<file path="config.mk">
export PLATFORM = sky130hd
export DESIGN_NAME = acr_cal_regs
export DESIGN_NICKNAME = d
export VERILOG_FILES = /design/src/rtl/acr_pkg.sv /design/src/rtl/acr_input_decode.sv /design/src/rtl/acr_cal_regs.sv
export VERILOG_INCLUDE_DIRS = /design/src /design/src/rtl
export SDC_FILE = /design/constraint.sdc
export NUM_CORES = 1
export LEC_CHECK = 0
export ABC_AREA = 1
export BUFFER_PORTS_ARGS = -buffer_cell sky130_fd_sc_hd__buf_2
export CAP_MARGIN = 30
export CORE_MARGIN = 3
export CORE_UTILIZATION = 55
export CTS_CLUSTER_SIZE = 28
export DETAILED_ROUTE_END_ITERATION = 7
export PLACE_DENSITY = 0.81
export RECOVER_POWER = 25
export SYNTH_ARGS = -nofsm -noshare
export SYNTH_HDL_FRONTEND = slang
export SYNTH_HIERARCHICAL = 1
export SYNTH_SLANG_ARGS = --single-unit
export TNS_END_PERCENT = 100
</file>
<file path="constraint.sdc">
create_clock -name clk_sys -period 2.4 [get_ports clk_sys]
set_clock_uncertainty 0.1 [all_clocks]
set_input_delay 0.48 -clock clk_sys [delete_from_list [all_inputs] [get_ports clk_sys]]
set_output_delay 0.48 -clock clk_sys [all_outputs]
set_load 0.01 [all_outputs]
</file>
<file path="src/rtl/acr_defines.svh">
// Register offsets, field positions, reset values for the calibration register bank
`ifndef ACR_DEFINES_SVH
`define ACR_DEFINES_SVH

// ----------------------------------------------------------------
// Register offsets (word addresses)
// ----------------------------------------------------------------
`define ACR_ADDR_CH4_GAIN_CAL_HIGH 6'h20
`define ACR_ADDR_CH4_GAIN_CAL_LOW  6'h21
`define ACR_ADDR_CH5_CHANNEL_CFG   6'h22
`define ACR_ADDR_CH5_OFS_CAL_HIGH  6'h23
`define ACR_ADDR_CH5_OFS_CAL_LOW   6'h24
`define ACR_ADDR_CH5_GAIN_CAL_HIGH 6'h25

// ----------------------------------------------------------------
// Reset values
// ----------------------------------------------------------------
`define ACR_RST_GAIN_HIGH 16'h8000
`define ACR_RST_ZERO      16'h0000

// ----------------------------------------------------------------
// Field positions
// ----------------------------------------------------------------
`define ACR_LOW_FIELD_MSB 15
`define ACR_LOW_FIELD_LSB 8
`define ACR_PHASE_MSB     15
`define ACR_PHASE_LSB     6
`define ACR_DCOFF_BIT     2
`define ACR_MUX_MSB       1
`define ACR_MUX_LSB       0

// Writable bit masks (reserved bits never stored)
`define ACR_MASK_FULL 16'hFFFF
`define ACR_MASK_LOW  16'hFF00
`define ACR_MASK_CFG  16'hFFC7

`endif

</file>
<file path="src/rtl/acr_pkg.sv">
// Types shared by the calibration register bank
package acr_pkg;

   // Channel input selection codes
   typedef enum logic [1:0] {
      ACR_IN_PINS     = 2'b00,
      ACR_IN_SHORTED  = 2'b01,
      ACR_IN_TEST_POS = 2'b10,
      ACR_IN_TEST_NEG = 2'b11
   } acr_in_sel_t;

endpackage : acr_pkg

</file>
<file path="src/rtl/acr_input_decode.sv">
// Channel input selection decoder
`timescale 1ns/1ps
module acr_input_decode (
   input  wire logic [1:0] inputSelect,
   output logic            selPins,
   output logic            selShorted,
   output logic            selTestPos,
   output logic            selTestNeg
);

   // ----------------------------------------------------------------
   // One-hot decode of the two-bit selection
   // ----------------------------------------------------------------
   always_comb begin
      selPins    = 1'b0;
      selShorted = 1'b0;
      selTestPos = 1'b0;
      selTestNeg = 1'b0;
      case (acr_pkg::acr_in_sel_t'(inputSelect))
         acr_pkg::ACR_IN_PINS:     selPins    = 1'b1;
         acr_pkg::ACR_IN_SHORTED:  selShorted = 1'b1;
         acr_pkg::ACR_IN_TEST_POS: selTestPos = 1'b1;
         acr_pkg::ACR_IN_TEST_NEG: selTestNeg = 1'b1;
         default:                  selPins    = 1'b1;
      endcase
   end

endmodule : acr_input_decode

</file>
<file path="src/rtl/acr_cal_regs.sv">
// Channel 4/5 calibration and configuration register bank
`timescale 1ns/1ps
`include "acr_defines.svh"
module acr_cal_regs (
   input  wire logic        clk_sys,
   input  wire logic        rst,
   input  wire logic [5:0]  regAddr,
   input  wire logic [15:0] regWrData,
   input  wire logic        regWrStb,
   input  wire logic        regRdStb,
   output logic      [15:0] regRdData,
   input  wire logic [3:0]  global_dc_filter_setting,
   output logic      [23:0] gainCorrCh4,
   output logic      [23:0] gainCorrCh5Upper,
   output logic      [23:0] offsetCorrCh5,
   output logic      [9:0]  phase_delay_ch5,
   output logic             dcFilterEnCh5,
   output logic      [1:0]  input_select_ch5,
   output logic             selPinsCh5,
   output logic             selShortedCh5,
   output logic             selTestPosCh5,
   output logic             selTestNegCh5
);

   // ----------------------------------------------------------------
   // Storage
   // ----------------------------------------------------------------
   logic [15:0] gain_corr_upper_ch4_q;
   logic [7:0]  gain_corr_lower_ch4_q;
   logic [9:0]  phaseCh5_q;
   logic        dcFilterOffCh5_q;
   logic [1:0]  inSelCh5_q;
   logic [15:0] offset_corr_upper_ch5_q;
   logic [7:0]  offset_corr_lower_ch5_q;
   logic [15:0] gain_corr_upper_ch5_q;
   logic [15:0] rdData_d;
   logic        selPins;
   logic        selShorted;
   logic        selTestPos;
   logic        selTestNeg;

   // ----------------------------------------------------------------
   // Channel 4 gain registers
   // ----------------------------------------------------------------
   always_ff @(posedge clk_sys) begin
      if (rst) begin
         gain_corr_upper_ch4_q <= `ACR_RST_GAIN_HIGH;
         gain_corr_lower_ch4_q <= 8'h00;
      end else if (regWrStb) begin
         if (regAddr == `ACR_ADDR_CH4_GAIN_CAL_HIGH) begin
            gain_corr_upper_ch4_q <= regWrData;
         end
         if (regAddr == `ACR_ADDR_CH4_GAIN_CAL_LOW) begin
            gain_corr_lower_ch4_q <= regWrData[`ACR_LOW_FIELD_MSB:`ACR_LOW_FIELD_LSB];
         end
      end
   end

   // ----------------------------------------------------------------
   // Channel 5 configuration register
   // ----------------------------------------------------------------
   always_ff @(posedge clk_sys) begin
      if (rst) begin
         phaseCh5_q       <= 10'h000;
         dcFilterOffCh5_q <= 1'b0;
         inSelCh5_q       <= 2'h0;
      end else if (regWrStb && regAddr == `ACR_ADDR_CH5_CHANNEL_CFG) begin
         // Bits 5:3 are not stored, so writes there vanish
         phaseCh5_q       <= regWrData[`ACR_PHASE_MSB:`ACR_PHASE_LSB];
         dcFilterOffCh5_q <= regWrData[`ACR_DCOFF_BIT];
         inSelCh5_q       <= regWrData[`ACR_MUX_MSB:`ACR_MUX_LSB];
      end
   end

   // ----------------------------------------------------------------
   // Channel 5 offset and gain registers
   // ----------------------------------------------------------------
   always_ff @(posedge clk_sys) begin
      if (rst) begin
         offset_corr_upper_ch5_q <= `ACR_RST_ZERO;
         offset_corr_lower_ch5_q <= 8'h00;
         gain_corr_upper_ch5_q   <= `ACR_RST_GAIN_HIGH;
      end else if (regWrStb) begin
         if (regAddr == `ACR_ADDR_CH5_OFS_CAL_HIGH) begin
            offset_corr_upper_ch5_q <= regWrData;
         end
         if (regAddr == `ACR_ADDR_CH5_OFS_CAL_LOW) begin
            offset_corr_lower_ch5_q <=
               regWrData[`ACR_LOW_FIELD_MSB:`ACR_LOW_FIELD_LSB];
         end
         if (regAddr == `ACR_ADDR_CH5_GAIN_CAL_HIGH) begin
            gain_corr_upper_ch5_q <= regWrData;
         end
      end
   end

   // ----------------------------------------------------------------
   // Read multiplexer, reserved bits forced to zero
   // ----------------------------------------------------------------
   always_comb begin
      case (regAddr)
         `ACR_ADDR_CH4_GAIN_CAL_HIGH: rdData_d = gain_corr_upper_ch4_q;
         `ACR_ADDR_CH4_GAIN_CAL_LOW:  rdData_d = {gain_corr_lower_ch4_q, 8'h00};
         `ACR_ADDR_CH5_CHANNEL_CFG:
            rdData_d = {phaseCh5_q, 3'b000, dcFilterOffCh5_q, inSelCh5_q};
         `ACR_ADDR_CH5_OFS_CAL_HIGH:  rdData_d = offset_corr_upper_ch5_q;
         `ACR_ADDR_CH5_OFS_CAL_LOW:   rdData_d = {offset_corr_lower_ch5_q, 8'h00};
         `ACR_ADDR_CH5_GAIN_CAL_HIGH: rdData_d = gain_corr_upper_ch5_q;
         default:                     rdData_d = 16'h0000;
      endcase
   end

   // Read data valid only in the cycle after the strobe
   always_ff @(posedge clk_sys) begin
      if (rst) begin
         regRdData <= 16'h0000;
      end else if (regRdStb) begin
         regRdData <= rdData_d;
      end else begin
         regRdData <= 16'h0000;
      end
   end

   // ----------------------------------------------------------------
   // Input selection decode for channel 5
   // ----------------------------------------------------------------
   acr_input_decode u_decode (
      .inputSelect (inSelCh5_q),
      .selPins     (selPins),
      .selShorted  (selShorted),
      .selTestPos  (selTestPos),
      .selTestNeg  (selTestNeg)
   );

   // ----------------------------------------------------------------
   // Registered outputs to the conversion datapath
   // ----------------------------------------------------------------
   always_ff @(posedge clk_sys) begin
      if (rst) begin
         gainCorrCh4      <= 24'h800000;
         gainCorrCh5Upper <= 24'h800000;
         offsetCorrCh5    <= 24'h000000;
         phase_delay_ch5  <= 10'h000;
         dcFilterEnCh5    <= 1'b0;
         input_select_ch5 <= 2'h0;
         selPinsCh5       <= 1'b1;
         selShortedCh5    <= 1'b0;
         selTestPosCh5    <= 1'b0;
         selTestNegCh5    <= 1'b0;
      end else begin
         // Unsigned gain, 800000h is unity
         gainCorrCh4      <= {gain_corr_upper_ch4_q, gain_corr_lower_ch4_q};
         // Lower channel 5 gain lives outside this bank; zero here
         gainCorrCh5Upper <= {gain_corr_upper_ch5_q, 8'h00};
         offsetCorrCh5    <= {offset_corr_upper_ch5_q, offset_corr_lower_ch5_q};
         phase_delay_ch5  <= phaseCh5_q;
         // Local disable overrides the global per-channel enable
         dcFilterEnCh5    <= global_dc_filter_setting != 4'h0 && !dcFilterOffCh5_q;
         input_select_ch5 <= inSelCh5_q;
         selPinsCh5       <= selPins;
         selShortedCh5    <= selShorted;
         selTestPosCh5    <= selTestPos;
         selTestNegCh5    <= selTestNeg;
      end
   end

endmodule : acr_cal_regs

</file>
== Word level (Yosys, flattened, before mapping) ==
Cells that the tools add are included.

* Flip-flop bits (word level): 182
* Output and inout port bits: 105
* Bits of input ports: 30
* Word-level logic and storage cells: 46

* Reduce and logical (&&, ||, !) cells: 11
* Equal/unequal tests: 9
* Bitwise logic cells: 1
* Mux-type cells: 5

{| class="wikitable"
|+ Operators by type and width
! cell !! number
|-
| one-hot mux 16 bit (6 select lines) || 1
|-
| == test 6 bit (second input constant) || 6
|-
| AND reduction 2 bit || 5
|-
| == test 2 bit (second input constant) || 2
|-
| 2-to-1 mux 1 bit || 4
|-
| nonzero test 4 bit || 1
|-
| == test 2 x 1 -> 1 bit (second input constant) || 1
|-
| logical AND 1 bit || 2
|-
| logical NOT 2 bit || 1
|-
| OR reduction 2 bit || 1
|-
| logical NOT 1 bit || 1
|-
| inverter 1 bit || 1
|}

== Longest topological paths before layout ==
Gate-level depths: netlist (run 1).

* Word-level depth: 2
* Gate-level depth with buffers: 9

== By module ==
The synthesis (run 1) kept the hierarchy.

{| class="wikitable"
|+ By module, submodules not included
! module !! cells an instance !! instances !! sequential area each (um^2) !! area each (um^2)
|-
| acr_cal_regs || 726 || 1 || 3483.3 || 5916.9
|-
| acr_input_decode || 7 || 1 || 0.0 || 26.3
|}

== Worst setup path before layout (run 1) ==
No wires, ideal clock.

* Kind: input to register
* Start point: input regAddr[4]
* End point: register gain_corr_upper_ch5_q[5]
* Arrival time: 1392 ps
* Cell stages on the path: 9
* Path buffers: 1
* Library setup time: 116 ps
* Slack: 792 ps
* Cells stage by stage: inv_1 -> nand2_2 -> nor2_2 -> nand2_2 -> nor2_4 -> inv_2 -> buf_2 -> nor2_1 -> nor2_1

* Cells in the longest elaborated chain, start to end: 2

{| class="wikitable"
|+ RTL lines
! element !! line !! text
|-
| start: declaration || acr_cal_regs.sv:7 || <nowiki>input wire logic [5:0] regAddr,</nowiki>
|-
| == test 6 bit || n/a ||
|-
| AND reduction 2 bit (no source line) || n/a ||
|-
| end signal: assignment || acr_cal_regs.sv:82 || <nowiki>gain_corr_upper_ch5_q <= `ACR_RST_GAIN_HIGH;</nowiki>
|-
| end signal: assignment || acr_cal_regs.sv:92 || <nowiki>gain_corr_upper_ch5_q <= regWrData;</nowiki>
|-
| end: declaration || acr_cal_regs.sv:35 || <nowiki>logic [15:0] gain_corr_upper_ch5_q;</nowiki>
|}

No other way between the ends.
A chain may end at the register's enable or synchronous reset.

== Worst setup path after layout (run 1) ==
* Start point: input rst
* End point: register phase_delay_ch5[7]

{| class="wikitable"
|+ RTL lines
! element !! line !! text
|-
| start: declaration || acr_cal_regs.sv:6 || <nowiki>input wire logic rst,</nowiki>
|-
| end signal: assignment || acr_cal_regs.sv:156 || <nowiki>phase_delay_ch5 <= phaseCh5_q;</nowiki>
|-
| end: declaration || acr_cal_regs.sv:16 || <nowiki>output logic [9:0] phase_delay_ch5,</nowiki>
|}

No word-level cell between the ends.

==> results of run 1 <==
kinds of logic after synthesis:
group | count (synthesis) | synth area share (%)
other cells | 1 | 0.0631
buf+inv | 143 | 9.96
simple gates | 261 | 18.4
flops | 174 | 58.6
compound gates | 154 | 13.0
area by class of cell:
type / instances / area, sq um / share of cell area (%)
Timing Repair Buffer: 139 / 718 / 9.97
Tap cell: 136 / 170 / 2.36
Antenna cell: 1 / 2.50 / 0.0347
Clock inverter: 12 / 146 / 2.03
Clock buffer: 19 / 422 / 5.85
Inverter: 98 / 369 / 5.12
Multi-Input combinational cell: 423 / 1890 / 26.3
Sequential cell: 174 / 3480 / 48.3
cells in the mapped netlist (all sizes together):
| master | number |
|---|---|
| a21oi | 69 |
| buf | 24 |
| clkbuf | 21 |
| clkinv | 1 |
| conb | 1 |
| dfxtp | 174 |
| inv | 97 |
| nand2 | 45 |
| nand3 | 36 |
| nand4 | 8 |
| nor2 | 169 |
| nor3 | 1 |
| nor4 | 1 |
| o211ai | 1 |
| o21ai | 84 |
| or2 | 1 |
per-stage QoR:
step / utilization [%] / hold WS, ps / power (uW) / std cells / instance area [sq um]
finish: 69.2 / 127 / 5770 / 1002 / 7210
global route: 69.2 / 135 / 5910 / 1001 / 7200
CTS: 69.2 / 110 / 5770 / 1001 / 7210
detailed placement: 63.8 / 332 / 3180 / 970 / 6650
global placement: 63.8 / 322 / 3170 / 970 / 6650
floorplan: - / 301 / 3090 / 740 / 5970
registers in the layout (all words and copies together), names as in the netlist:
| register | count |
|---|---|
| regRdData | 16 |
| input_select_ch5 | 2 |
| inSelCh5_q | 2 |
| offset_corr_upper_ch5_q | 16 |
| dcFilterOffCh5_q | 1 |
| offset_corr_lower_ch5_q | 8 |
| dcFilterEnCh5 | 1 |
| gain_corr_lower_ch4_q | 8 |
| offsetCorrCh5 | 24 |
| phase_delay_ch5 | 10 |
| gainCorrCh5Upper | 16 |
| gain_corr_upper_ch5_q | 16 |
| phaseCh5_q | 10 |
| gainCorrCh4 | 24 |
| selShortedCh5 | 1 |
| selTestNegCh5 | 1 |
| gain_corr_upper_ch4_q | 16 |
| selTestPosCh5 | 1 |
| selPinsCh5 | 1 |
report_power, final:
group,leakage [uW],internal (uW),switching (uW)
Clock,0.000273,1570,1080
Sequential,0.00140,2900,6.91
Combinational,0.00157,52.3,153
final timing paths:
check,start,to,slack [ps]
worst max-delay path,rst,phase_delay_ch5[7]$_SDFF_PP0_,680
worst min-delay path,global_dc_filter_setting[1],dcFilterEnCh5$_SDFF_PP0_,130
worst max register to register,gain_corr_upper_ch5_q[0]$_SDFFE_PP0P_,regRdData[0]$_SDFF_PP0_,1370
worst min register to register,dcFilterOffCh5_q$_SDFFE_PP0P_,dcFilterEnCh5$_SDFF_PP0_,340
critical path, delay by kind of cell:
| family | cells | cell delay [ps] |
|---|---|---|
| simple gates | 1 | 170 |
| buf+inv | 2 | 1290 |
layer usage:
| layer | wire [um] | up-vias | GRT usage (%) |
|---|---|---|---|
| met5 | 0 | - | 0 |
| met4 | 280 | 0 | 9.08 |
| met3 | 1360 | 31 | 6.58 |
| met2 | 7370 | 270 | 42.2 |
| met1 | 6520 | 2395 | 34.0 |
| li1 | - | 2524 | - |
==> results.md, run 1 <==
Die:
- In this run the horizontal extent of the chip is 110 um.
- The number of placed I/O pins is 135.
- The die covers 0.0121 sq mm.
- The core region is 0.0104 sq mm.
- The vertical die dimension is 110 um.
- The initial core utilization is 57.1%.
- The number of rows created at floorplan is 37.

CTS:
- Clock-pin slew was measured on the worst setup and hold paths at 60 ps.
- The root buffer cell chosen for the clock tree is clkbuf_8.
- The H-tree depth is 4.
- TritonCTS created 17 clock buffers.
- The clock reaches the later pin of the worst-skew pair after 530 ps.
- TritonCTS built the clock tree.
- The count of buffers added by post-CTS timing repair for setup is 0.
- Counting every sink on the clock net gives 174.
- The number of hold buffers added after cts is 0.
- The number of gates resized after CTS is 0.
- The longest clock path from root to sink contains 2 buffers.

Yosys:
- Sorting the synthesized cells by area gives the leading types as dfxtp_1, nor2_1, o21ai_0, inv_1, a21oi_1.
- Sequential cells were found to cover 58.6% of the synthesized design area.
- Summed over its instances, the top area cell type makes up 58.6% of the synthesized netlist area.
- Synthesis produced a netlist whose cell count is 733.
- During synthesis, Yosys emitted a total of 6 warnings.
- The average instance in the mapped netlist occupies 8.11 sq um.
- The flop and latch count out of synthesis is 174.
- The cell type with the largest total area after synthesis is dfxtp_1.
- The cell area after synthesis is 0.00594 sq mm.
- The number of distinct library cell variants in the gate-level netlist after synthesis is 23.

Worst setup path:
- The highest net fanout along the worst path is 80.
- The critical path is of the input port to register type.
- STA puts the critical path data arrival time at 1960 ps.
- STA classifies the critical path endpoint as a register.
- The critical path goes through clkbuf_1 -> clkbuf_2 -> nor2_1.
- The largest single stage delay on the critical path is 1170 ps.
- The critical path startpoint category is an input port.
- The critical path required time is 2640 ps.
- The slowest cell on the critical path is clkbuf_2.
- Counting cells, the worst reg-to-reg path comes to 4.

Detailed routing:
- The detail-routed net length per standard cell is 15.5 um.
- After detailed routing, the number of remaining DRC violations is 0.
- The detailed-routing iteration count for the pre-antenna-repair pass is 6.
- The routed layout has 5,220 vias.
- After detailed routing, the number of vias per cell comes to 5.21.
- The number of violations reported at the end of detailed-routing iteration 0 is 388.
- The remaining number of nets flagged by the antenna check after routing is 0.
- The final wirelength is 15,500 um.

Power and ir drop:
- The power density over cell area is 800 mW/mm^2.
- The total leakage power is 0.00324 uW.
- The worst ir drop on vdd is 0.414 mV.

Layout:
- The library cell used most frequently in the layout, excluding fill and tap cells, is dfxtp_1.
- The final-stage net count is 883.
- The top cell types in the final layout, fill and taps aside, are dfxtp_1, nor2_1, buf_2, inv_1, o21ai_0.
- The layout overhead on the synthesized area is 21.2%.
- Of the cells placed in the final design, the portion with a size suffix greater than 1 is 20.7%.
- Counting the fill cells in the layout gives 821.

STA:
- After layout, the worst setup slack is 682 ps.
- For the finished layout, the period the worst path requires is 1720 ps.
- Setup repair after global routing left no endpoint under its margin.
- The final-report hold violation count came to 0.
- The count of endpoints failing setup in the final report is 0.
- The transition time of the tightest slew-check pin is 1570 ps.
- The tightest slew margin relative to the limit is -4.61%.
- Summed over all failing endpoints, the final setup total negative slack is 0 ps.
- The final number of max-transition violations is 81.
- The timing-limited maximum frequency is 582 MHz.
- The final critical-path share of the clock period is 71.6%.

Global route:
- Entering global routing, the biggest net connects 81 pins.
- The number of global-route vias before repair is 4,834.
- The initial antenna violation count is 0.
- The aggregate global routing overflow is 0.
- Global routing used 26.1% of the available tracks.
- The first-pass GRT wire length is 23,900 um.

Placed design:
- The count of buffers added on input and output ports is 126.
- The sum of net half-perimeters after detailed placement is 10,800 um.
- Before CTS, the worst setup slack after placement is 238 ps.
- Routability-driven placement finished with a final weighted congestion of 0.913.

Job:
- The number of violations of the max-capacitance limit is 1.

Min path:
- The type of the worst min-delay path is input port to register.
- The cell depth of the worst hold path is 3.

Outcome:
- The final reports fail on max-capacitance violations, max-slew violations.
- The run finished, with violations left.
(Power assumes the default switching activity.)
==> run 2: changes to the inputs <==
CORE_UTILIZATION = 48   (was 55)
PLACE_DENSITY = 0.75   (was 0.81)
clock period = 1.4 ns   (was 2.4 ns; I/O delays follow)
==> results.md, run 2 (same netlist as run 1, synthesis figures left out) <==
Outcome:
- The flow ran to the end, and the final reports show no timing, DRC or antenna violations.

Power and ir drop:
- The internal power of the cells was 8110 uW (+79%).
- The power share of the sequential group is 48.1% (-2.4 points).
- The total leakage power was 0.00341 uW (+5.1%).
- The worst ir drop on vdd is 0.620 mV (+50%).
- The proportion of power drawn by the clock network was 48.2% (+2.2 points).
- The power density over cell area is 1370 mW/mm^2 (+72%).
- The combinational share of power was 3.7% (about the same).
- The switching power came to 2260 uW (+82%).
- The switching share of power came to 21.8% (+0.28 points).

CTS:
- The number of gates resized after CTS was 0 (unchanged).
- The root buffer cell is clkbuf_16.
- The number of buffers created by CTS is 17 (unchanged).
- The maximum number of buffers from clock root to sink is 2 (unchanged).
- The CTS tree is built.
- The number of hold buffers added after cts is 0 (unchanged).
- The count of buffers added by post-CTS timing repair for setup was 0 (unchanged).
- The H-tree depth came to 4 (unchanged).
- The clock network latency to the later pin of the worst-skew pair is 420 ps (-110 ps).
- The clock sink total is 174 (unchanged).
- The register clock-pin slew on the reported worst setup and hold paths is 60 ps (about the same).

Detailed routing:
- The remaining design rule violation count is 0 (unchanged).
- The routed via count divided by cell count is 4.79 (-8.1%).
- The detailed-routing iteration count for the pre-antenna-repair pass is 5 (-1).
- The number of violations reported at the end of detailed-routing iteration 0 is 405 (+4.4%).
- The number of vias after detailed routing is 5,058 (-3.1%).
- The final wirelength came to 14,800 um (-4.7%).
- The detail-routed net length per standard cell came to 14.0 um (-9.7%).
- The remaining number of nets flagged by the antenna check after routing came to 0 (unchanged).

STA:
- The final number of max-transition violations is 0 (-100%).
- The transition time of the tightest slew-check pin was 872 ps (-697 ps).
- The final-report hold violation count was 0 (unchanged).
- The accumulated negative setup slack came to 0 ps (unchanged).
- The count of endpoints failing setup in the final report was 0 (unchanged).
- The final critical-path setup slack is 128 ps (-554 ps).
- The timing-limited maximum frequency is 786 MHz.
- The tightest slew margin relative to the limit is 41.8% (+46 points).
- Setup repair after global routing left no endpoint under its margin.
- The worst path uses 90.8% of the clock period.
- The final hold slack is 24.8 ps (-103 ps).
- The worst path needs 1270 ps of the cycle, external delays included.

Die:
- The total core area is 0.0121 sq mm (+16%).
- The total die area is 0.0138 sq mm (+14%).
- The vertical die dimension is 117 um (+6.7%).
- The initial core utilization is 49.3% (-7.8 points).
- The number of rows created at floorplan was 40 (+8.1%).
- The horizontal extent of the die is 117 um (+6.7%).
- The number of placed I/O pins came to 135 (unchanged).

Worst setup path:
- The largest stage delay on the critical path came to 340 ps (-830 ps).
- The critical path required time is 1020 ps (-1620 ps).
- The path type of the worst setup path is register to output port.
- The slowest cell on the critical path is dfxtp_1.
- Traced cell by cell, the critical path runs through buf_2.
- STA classifies the critical path startpoint as a register.
- The highest net fanout along the worst path was 1 (-99%).
- The endpoint type of the worst setup path is an output port.
- The number of buffer and inverter stages on the critical path came to 1 (-1).
- On the critical path the largest part of the delay comes from flip-flops.
- The arrival time at the worst endpoint is 890 ps (-1070 ps).

Placed design:
- The sum of net half-perimeters after detailed placement came to 10,200 um (-5.8%).
- The global placement routability congestion is 0.883 (-3.3%).
- The number of placed cells counting well taps is 1,024 (+5.6%).
- The number of buffers added on ports came to 126 (unchanged).
- The post-placement worst setup slack was -234 ps (-472 ps).

Layout:
- The layout overhead on the synthesized area is 27.1%.
- The final-stage net count came to 905 (+2.5%).
- The post-route non-filler standard cell count is 1,057 (+5.5%).
- In the layout the commonest cells are dfxtp_1, nor2_1, buf_2, inv_1, o21ai_0.
- The share of layout cells above drive strength 1 is 23.1% (+2.4 points).
- In the final layout, the registers with the most flip-flops are gainCorrCh4: 24 flops, offsetCorrCh5: 24 flops.
- The library cell used most frequently in the layout, excluding fill and tap cells, is dfxtp_1.
- The core utilization of the finished layout is 62.6% (-6.6 points).

Min path:
- The type of the worst min-delay path is input port to register.

Global route:
- The largest net degree at the start of global routing is 81 (unchanged).
- The total routing usage reported by global routing is 21.5% (-4.6 points).
- The first-pass GRT wire length is 22,500 um (-5.7%).
- The aggregate global routing overflow is 0 (unchanged).
- The number of global-route vias before repair is 4,432 (-8.3%).
- The initial antenna violation count was 1 (+1).

Job:
- The number of violations of the max-capacitance limit came to 0 (-1).
-- run 2: metrics by stage --
step	instance area, sq um	total power [uW]
2_1_floorplan	5970	5310
3_3_place_gp	6930	5480
3_5_place_dp	6930	5480
4_1_cts	7560	10400
5_1_grt	7550	10700
6_report	7550	10400
-- run 2: cell type report --
cell class | instances | area [sq um]
antenna | 1 | 2.50
clock buffer | 17 | 425
clock inverter | 15 | 208
fill | 1038 | 4510
inverter | 98 | 369
multi-input combinational | 423 | 1900
sequential | 174 | 3480
tap | 168 | 210
timing repair buffer | 161 | 955
-- run 2: worst paths after layout --
check / from / endpoint / slack [ps] / cells past startpoint
setup / recovery: offsetCorrCh5[23]$_SDFF_PP0_ / offsetCorrCh5[23] / 130 / 1
hold / removal: global_dc_filter_setting[3] / dcFilterEnCh5$_SDFF_PP0_ / 20 / 3
setup reg to reg: gain_corr_upper_ch5_q[14]$_SDFFE_PP0P_ / regRdData[14]$_SDFF_PP0_ / 430 / 4
hold reg to reg: gain_corr_upper_ch5_q[11]$_SDFFE_PP0P_ / gainCorrCh5Upper[19]$_SDFF_PP0_ / 350 / 2
-- run 2: power by group through the flow --
| stage | logic (uW) | registers, uW | clock network, uW |
|---|---|---|---|
| 3_3_place_gp | 377 | 5100 | 0 |
| 6_report | 383 | 4990 | 5000 |
| 3_5_place_dp | 380 | 5100 | 0 |
| 4_1_cts | 385 | 4990 | 5060 |
| 5_1_grt | 419 | 4990 | 5270 |
| 2_1_floorplan | 203 | 5100 | 0 |
-- run 2: metal layers --
layer / track usage [%] / wire length [um]
met2: 30.8 / 6550
met1: 30.4 / 6670
met4: 8.94 / 388
met5: 0 / 0
met3: 6.02 / 1200
